File: src/verilog/oges_pkg.sv
package oges_pkg;
    // Register byte offsets on the AHB-Lite slave
    localparam logic [7:0] RISE_MODE_LO_OFFS = 8'h00;
    localparam logic [7:0] RISE_MODE_HI_OFFS = 8'h04;
    localparam logic [7:0] RISE_EN_LO_OFFS   = 8'h08;
    localparam logic [7:0] RISE_EN_HI_OFFS   = 8'h0C;
    localparam logic [7:0] FALL_EN_LO_OFFS   = 8'h10;
    localparam logic [7:0] FALL_MODE_LO_OFFS = 8'h14;
    localparam logic [7:0] STATUS_OFFS       = 8'h18;
    localparam logic [7:0] REG_RESET         = 8'h00;
    // Bit 7 of the high rising mode register: source 15
    localparam int         SRC15_POS         = 7;
    localparam logic [1:0] HTRANS_NONSEQ     = 2'h2;
    localparam logic [2:0] HSIZE_WORD        = 3'h2;

    typedef struct packed {
        logic [15:0] rise_src;
        logic [7:0]  fall_src;
    } oges_src_t;

    typedef struct packed {
        logic rise;
        logic rise_delayed;
        logic fall;
        logic fall_delayed;
    } oges_evt_t;
endpackage
File: src/verilog/oges_event_select.sv
// Decided for this implementation: the AHB-Lite slave port and the address map.
`timescale 1ns/100ps
`default_nettype none
module oges_event_select #(
    parameter bit HAS_SRC15 = 1'b1
) (
    input  wire logic                i_mclk,
    input  wire logic                i_rst,
    input  wire logic                i_ce,
    input  wire logic                i_hsel,
    input  wire logic [31:0]         i_haddr,
    input  wire logic [1:0]          i_htrans,
    input  wire logic                i_hwrite,
    input  wire logic [2:0]          i_hsize,
    input  wire logic [31:0]         i_hwdata,
    input  wire logic                i_hready,
    output logic [31:0]              o_hrdata,
    output logic                     o_hreadyout,
    output logic                     o_hresp,
    input  wire oges_pkg::oges_src_t i_src,
    output oges_pkg::oges_evt_t      o_evt
);
    logic [7:0]  rmode_lo_q, rmode_hi_q, ren_lo_q, ren_hi_q, fen_q, fmode_q;
    logic        wr_pend_q;
    logic [7:0]  wr_addr_q;
    logic [31:0] rdata_q;
    oges_pkg::oges_src_t sync1_q, sync2_q, last_q;
    oges_pkg::oges_evt_t evt_q;

    wire logic        acc_take  = i_hsel & i_hready & (i_htrans == oges_pkg::HTRANS_NONSEQ);
    wire logic        wr_take   = acc_take & i_hwrite;
    wire logic        rd_take   = acc_take & ~i_hwrite;
    wire logic [7:0]  acc_addr  = i_haddr[7:0];
    wire logic [15:0] rise_en   = {ren_hi_q, ren_lo_q};
    // Smaller variant forces the source 15 mode bit to zero on write and on read
    // source 15 mask
    wire logic [7:0]  hi_mask   = HAS_SRC15 ? 8'hFF : 8'h7F;
    // pin and comparator 1 in low bits
    wire logic [15:0] rise_mode = {rmode_hi_q & hi_mask, rmode_lo_q};
    wire logic [15:0] rise_edge = sync2_q.rise_src & ~last_q.rise_src;
    wire logic [7:0]  fall_edge = ~sync2_q.fall_src & last_q.fall_src;

    wire logic [15:0] rise_edge_q = rise_en & rise_mode & rise_edge;
    wire logic [15:0] rise_lvl_q  = rise_en & ~rise_mode & sync2_q.rise_src;
    // bit order pin, comparators, capture units, pulse unit 3
    wire logic [7:0]  fall_edge_q = fen_q & fmode_q & fall_edge;
    wire logic [7:0]  fall_lvl_q  = fen_q & ~fmode_q & ~sync2_q.fall_src;

    function automatic logic [31:0] rd_mux(input logic [7:0] a);
        case (a)
            oges_pkg::RISE_MODE_LO_OFFS: rd_mux = {24'h000000, rmode_lo_q};
            oges_pkg::RISE_MODE_HI_OFFS: rd_mux = {24'h000000, rmode_hi_q & hi_mask};
            oges_pkg::RISE_EN_LO_OFFS:   rd_mux = {24'h000000, ren_lo_q};
            oges_pkg::RISE_EN_HI_OFFS:   rd_mux = {24'h000000, ren_hi_q};
            oges_pkg::FALL_EN_LO_OFFS:   rd_mux = {24'h000000, fen_q};
            oges_pkg::FALL_MODE_LO_OFFS: rd_mux = {24'h000000, fmode_q};
            oges_pkg::STATUS_OFFS:       rd_mux = {28'h0000000, evt_q};
            default:                     rd_mux = 32'h00000000;
        endcase
    endfunction

    assign o_hreadyout = 1'b1;
    assign o_hresp     = 1'b0;
    assign o_hrdata    = rdata_q;
    assign o_evt       = evt_q;

    // Bus slave: zero wait states, write data lands in the data phase
    always_ff @(posedge i_mclk) begin
        if (i_rst) begin
            wr_pend_q <= 1'b0;
            wr_addr_q <= 8'h00;
            rdata_q   <= 32'h00000000;
        end else if (i_ce) begin
            wr_pend_q <= wr_take;
            wr_addr_q <= acc_addr;
            rdata_q   <= rd_take ? rd_mux(acc_addr) : 32'h00000000;
        end
    end

    always_ff @(posedge i_mclk) begin
        if (i_rst) begin
            rmode_lo_q <= oges_pkg::REG_RESET;
            rmode_hi_q <= oges_pkg::REG_RESET;
            ren_lo_q   <= oges_pkg::REG_RESET;
            ren_hi_q   <= oges_pkg::REG_RESET;
            fen_q      <= oges_pkg::REG_RESET;
            fmode_q    <= oges_pkg::REG_RESET;
        end else if (i_ce && wr_pend_q) begin
            if (wr_addr_q == oges_pkg::RISE_MODE_LO_OFFS) rmode_lo_q <= i_hwdata[7:0];
            if (wr_addr_q == oges_pkg::RISE_MODE_HI_OFFS) rmode_hi_q <= i_hwdata[7:0] & hi_mask;
            if (wr_addr_q == oges_pkg::RISE_EN_LO_OFFS)   ren_lo_q   <= i_hwdata[7:0];
            if (wr_addr_q == oges_pkg::RISE_EN_HI_OFFS)   ren_hi_q   <= i_hwdata[7:0];
            if (wr_addr_q == oges_pkg::FALL_EN_LO_OFFS)   fen_q      <= i_hwdata[7:0];
            if (wr_addr_q == oges_pkg::FALL_MODE_LO_OFFS) fmode_q    <= i_hwdata[7:0];
        end
    end

    // Sources come from other logic blocks; synchronised to be safe
    always_ff @(posedge i_mclk) begin
        if (i_rst) begin
            sync1_q <= '0;
            sync2_q <= '0;
            last_q  <= '0;
        end else if (i_ce) begin
            sync1_q <= i_src;
            sync2_q <= sync1_q;
            last_q  <= sync2_q;
        end
    end

    always_ff @(posedge i_mclk) begin
        if (i_rst) begin
            evt_q <= '0;
        end else if (i_ce) begin
            evt_q.rise         <= |rise_lvl_q;
            evt_q.rise_delayed <= |rise_edge_q;
            evt_q.fall         <= |fall_lvl_q;
            evt_q.fall_delayed <= |fall_edge_q;
        end
    end
endmodule
`default_nettype wire

File: config.mk
export PLATFORM = sky130hd
export DESIGN_NAME = oges_event_select
export DESIGN_NICKNAME = d
export VERILOG_FILES = /design/src/verilog/oges_pkg.sv /design/src/verilog/oges_event_select.sv
export SDC_FILE = /design/constraint.sdc
export NUM_CORES = 1
export LEC_CHECK = 0
export ABC_AREA = 1
export BUFFER_PORTS_ARGS = -buffer_cell sky130_fd_sc_hd__buf_4
export CORE_UTILIZATION = 30
export DETAILED_ROUTE_END_ITERATION = 10
export PLACE_DENSITY = 0.6
export SYNTH_ARGS = -nofsm -noshare
export SYNTH_HDL_FRONTEND = slang
export SYNTH_SLANG_ARGS = --single-unit
File: constraint.sdc
create_clock -name i_mclk -period 1.45 [get_ports i_mclk]
set_input_delay 0.0725 -clock i_mclk [delete_from_list [all_inputs] [get_ports i_mclk]]
set_output_delay 0.0725 -clock i_mclk [all_outputs]
set_load 0.05 [all_outputs]
After elaboration in Yosys (flattened, before gate mapping)
Index checks and enable logic that the tools add are counted.
- eq/ne operators: 12
- mux-type cells: 2
- bitwise operators: 19
- reductions and logical operators: 13
- operators by type and width (cell ; number):
    16-bit AND ; 5
    8-bit one-hot mux with 7 select lines ; 1
    8-bit AND ; 5
    8-bit by 5-bit equality test with 1-bit output, second input constant ; 5
    8-bit by 4-bit equality test with 1-bit output, second input constant ; 4
    32-bit two-way mux ; 1
    16-bit NOT ; 2
    16-bit OR reduction ; 2
    8-bit by 3-bit equality test with 1-bit output, second input constant ; 2
    8-bit logical NOT ; 2
    8-bit NOT ; 2
    8-bit OR reduction ; 2
    2-bit AND reduction ; 6
    1-bit AND ; 4
    2-bit equality test, second input constant ; 1
    1-bit logical AND ; 1
    1-bit NOT ; 1
- logic and storage cells: 65
- bits in registers: 165
- output and inout bits: 38

Logic depth before layout (Yosys ltp)
- word-level depth: 4
- depth in mapped cells: 10
- gate-level depth less buffers: 9

Worst setup path before layout
OpenSTA, ideal clock, no wires.
- kind: register to register
- start: register wr_addr_q[7]
- end: register rmode_lo_q[5]
- library setup time: 0.119 ns
- arrival time: 1.116 ns
- path slack: 0.215 ns
- clock period less this slack: 1.235 ns
- buffers on the path: 1
- required time: 1.331 ns
- cell stages (with the launch flop): 8
- path through: dfxtp_1 -> nor2_2 -> nand3_1 -> nor2_4 -> nand2_2 -> buf_6 -> o21ai_0 -> a21oi_1
- cells in the longest elaborated chain, start to end: 2
- RTL lines (element ; RTL line ; RTL):
    from (decl) ; oges_event_select.sv:25 ; logic [7:0] wr_addr_q;
    from (signal assigned) ; oges_event_select.sv:75 ; wr_addr_q <= acc_addr;
    8-bit logical NOT ; oges_event_select.sv:89 ; if (wr_addr_q == oges_pkg::RISE_MODE_LO_OFFS) rmode_lo_q <= i_hwdata[7:0];
    2-bit AND reduction (no line) ; n/a ;
    to (signal assigned) ; oges_event_select.sv:82 ; rmode_lo_q <= oges_pkg::REG_RESET;
    to (signal assigned) ; oges_event_select.sv:89 ;
    to (decl) ; oges_event_select.sv:23 ; logic [7:0] rmode_lo_q, rmode_hi_q, ren_lo_q, ren_hi_q, fen_q, fmode_q;
No other way between the ends.
A chain may end at the register's enable or synchronous reset.

Worst setup path after layout
- start: register wr_addr_q[6]
- end: register ren_lo_q[3]
- cells in the longest elaborated chain, start to end: 2
- RTL lines (element ; RTL line ; RTL):
    8-bit by 4-bit equality test with 1-bit output ; oges_event_select.sv:91 ; if (wr_addr_q == oges_pkg::RISE_EN_LO_OFFS) ren_lo_q <= i_hwdata[7:0];
    2-bit AND reduction (no line) ; n/a ;
    to (signal assigned) ; oges_event_select.sv:84 ; ren_lo_q <= oges_pkg::REG_RESET;
    to (signal assigned) ; oges_event_select.sv:91 ;
    to (decl) ; oges_event_select.sv:23 ;
No other way between the ends.

==> summary.txt <==
Status - finished with violations
Failing checks - negative setup slack
Buffers & Inverters on Critical Path - 1
Post-DP HPWL - 11.9 mm
Antenna cell count - 0
Largest net degree at the start of global routing - 61
Synth top area cells - dfxtp_1 45%, o21ai_0 9.2%, nor2_1 8.0%
Reg power frac - 43.1%
Placed cell area - 6950 sq um
Non-Filler Instances - 1231
Post-Syn Instances - 843
Initial antenna violation count - 0
Hold WC Path Type - input port to register
Leading area contributor after synthesis - dfxtp_1
Worst hold stages - 5
Antenna Violating Nets Remaining - 0
Tcrit/Tclk final - 100%
First-pass GRT wire length - 27.8 mm
Vias in the first global route - 5184
Min cycle time layout - 1450 ps
Die H - 147 um
Remaining DRCs - 0
Sw Ratio - 25.0%
Site Rows - 52
Main synth FF type - dfxtp_1
Slew Limit Fails - 0
Top delay family on crit path - simple AND/OR/NAND/NOR gates
Most common cell after layout, fill and taps aside - dfxtp_1
Peak VDD IR - 0.917 mV
Setup crit end - ren_lo_q[3]
Nets - 1048
P&R area growth vs syn - 32.7%
RSZ-0062 raised after global routing - true
GPL Wtd Cong - 0.890
All-Layer GR Usage - 16.6%
Yosys top cell area share - 45.0%
Via Count - 5872
Power per cell area - 1150 nW/um^2
CTS max path bufs - 2
Pint - 7.19 mW
Setup ws final - -1.51 ps
CTS clk-pin slew, worst paths - 60 ps
Pre-antenna DRT Iters - 5
Avg WL per Cell - 14.9 um
RR Endpoint - ren_lo_q[3]
H-tree depth - 4
Placed insts - 1146
Clock power frac - 46.6%
Setup violators final - 1
Final wirelength - 18.3 mm
WS Path Type - register to register
Pre-CTS WS - 44.3 ps
R2R Path Start - wr_addr_q[6]
Filler cell count in the final layout - 2114
Most frequent cells in the layout - 138 x dfxtp_1, 133 x nor2_1, 95 x o21ai_0
Hold Vio Cnt, Final - 0
Clk sinks - 141
CP max-delay cell - dfxtp_2
CP startpoint kind - register
Sequential area share after synthesis - 45.0%
Final core occ - 40.9%
CP Cell Sequence - nor2_4, nand3_2, nor2_4, nand4_4, buf_12, o21ai_2, a21oi_1
Skew-Pair Late Insertion Delay - 420 ps
Fraction of layout cells with a size suffix above 1 - 19.6%
IO buf count - 59
Gr ovfl total - 0
Cell mode on critical path - nor2_4
Post-synthesis cell type count - 34
Initial Util - 30.8%
Logic pwr share - 10.3%
Die Footprint - 21500 sq um
Synth warn - 0
CP max stage delay - 330 ps
Starting DRT DRC Count - 512
Pwr Total - 9.58 mW
Root Buffer - clkbuf_16
Max-cap violation count - 0
Cell count along the critical path - 7
Worst Path Max Fanout - 8
Synthesized flop and latch total - 141
Vias/cell - 4.77
Netlist Area Pre-Place - 6280 sq um
Num CTS Buffers - 17
Static leakage - 3.42 nW
Hold WS - 70.1 ps
CP Data Arrival Time - 1760 ps
Fmax - 689 MHz
Core Box Area - 20400 sq um
Worst Reg-to-Reg Cells - 7
Die width - 147 um
CTS tree - done
Syn Area/Cell - 7.45 sq um
Worst setup startpoint - wr_addr_q[6]
Data required time of the worst path - 1750 ps
Layout Skew - 7.72 ps
R2r setup slk - -2 ps
Post-Layout Inst Area - 8330 sq um
Setup TNS - -1.51 ps
Worst Setup End Kind - register
I/O pins - 137
P_sw - 2.39 mW
Post-synth ARST share - 0%
Post-synth EDFFs - 0
sequential cells by signal, summed over array words and instances, names as in the netlist:
register,cells
last_q,24
rmode_lo_q,8
rmode_hi_q,8
ren_lo_q,8
sync2_q,24
o_evt,4
o_hrdata,8
fen_q,8
wr_addr_q,8
sync1_q,24
ren_hi_q,8
fmode_q,8
wr_pend_q,1
final cells by class:
cell class	count	area (sq um)	share of cell area, %
flip-flops and latches	141	2830	33.9
multi-input cells	576	2970	35.6
clock inverters	9	135	1.62
well taps	270	338	4.06
inverters	80	308	3.69
clock buffers	22	464	5.57
repair buffers	133	1290	15.5
worst register-to-register path, stage by stage, from the launching register on:
cell and delay (ps):
dfxtp_2 330, nor2_4 110, nand3_2 100, nor2_4 230
nand4_4 200, buf_12 210, o21ai_2 110, a21oi_1 50
cell usage after synthesis (2+ instances only):
master,instances
dfxtp_1,141
nor2_1,134
o21ai_0,116
a21oi_1,88
inv_1,69
nand3_1,64
nand2_1,60
buf_4,28
clkbuf_1,22
o21ai_1,20
nor3_1,16
inv_2,11
buf_2,9
nand4_1,9
buf_6,7
nand2_2,7
a21oi_2,5
nor4_1,5
a31oi_1,4
buf_1,4
nor2_4,4
nor2_8,3
conb_1,2
nand2_4,2
nand4_4,2
nor2_2,2
nor3_2,2
power by group through the flow:
stage | sequential [mW] | combinational (mW) | clock (mW)
2_1_floorplan | 4.19 | 0.603 | 0
3_3_place_gp | 4.20 | 0.822 | 0
3_5_place_dp | 4.20 | 0.827 | 0
4_1_cts | 4.12 | 0.926 | 4.53
5_1_grt | 4.14 | 1.08 | 4.70
6_report | 4.13 | 0.989 | 4.46
repair_timing:
item                                   in CTS  in global routing
hold buffers                               44                  0
buffers inserted                            0                  8
resized for setup                           0                 69
setup endpoints to repair                   0                 36
endpoints found under the hold margin      64                  0
worst min path at each step:
stage / startpoint / endpoint / slack (ps)
finish: i_htrans[1] / wr_pend_q / 70
global route: i_htrans[1] / wr_pend_q / 70
CTS: i_htrans[1] / wr_pend_q / 20
detailed placement: i_src[7] / sync1_q[7] / 300
global placement: i_src[16] / sync1_q[16] / 290
floorplan: i_src[0] / sync1_q[0] / 210
metal layers:
layer,GRT usage (%),vias to the layer above,part of all wire [%]
met4,5.63,0,2.2
met1,23.6,2664,49
met2,24.0,211,43
li1,-,2968,-
met5,0,-,0
met3,4.34,29,6.0
cell families (layout without fill, tap and decap cells):
logic type,Yosys count,after routing,synth area share [%]
compound gates,237,237,19.4
flops,141,141,45.0
simple gates,312,313,23.7
buf+inv,151,244,11.8
other cells,2,26,0.120
Power figures use the tool's default switching activity.
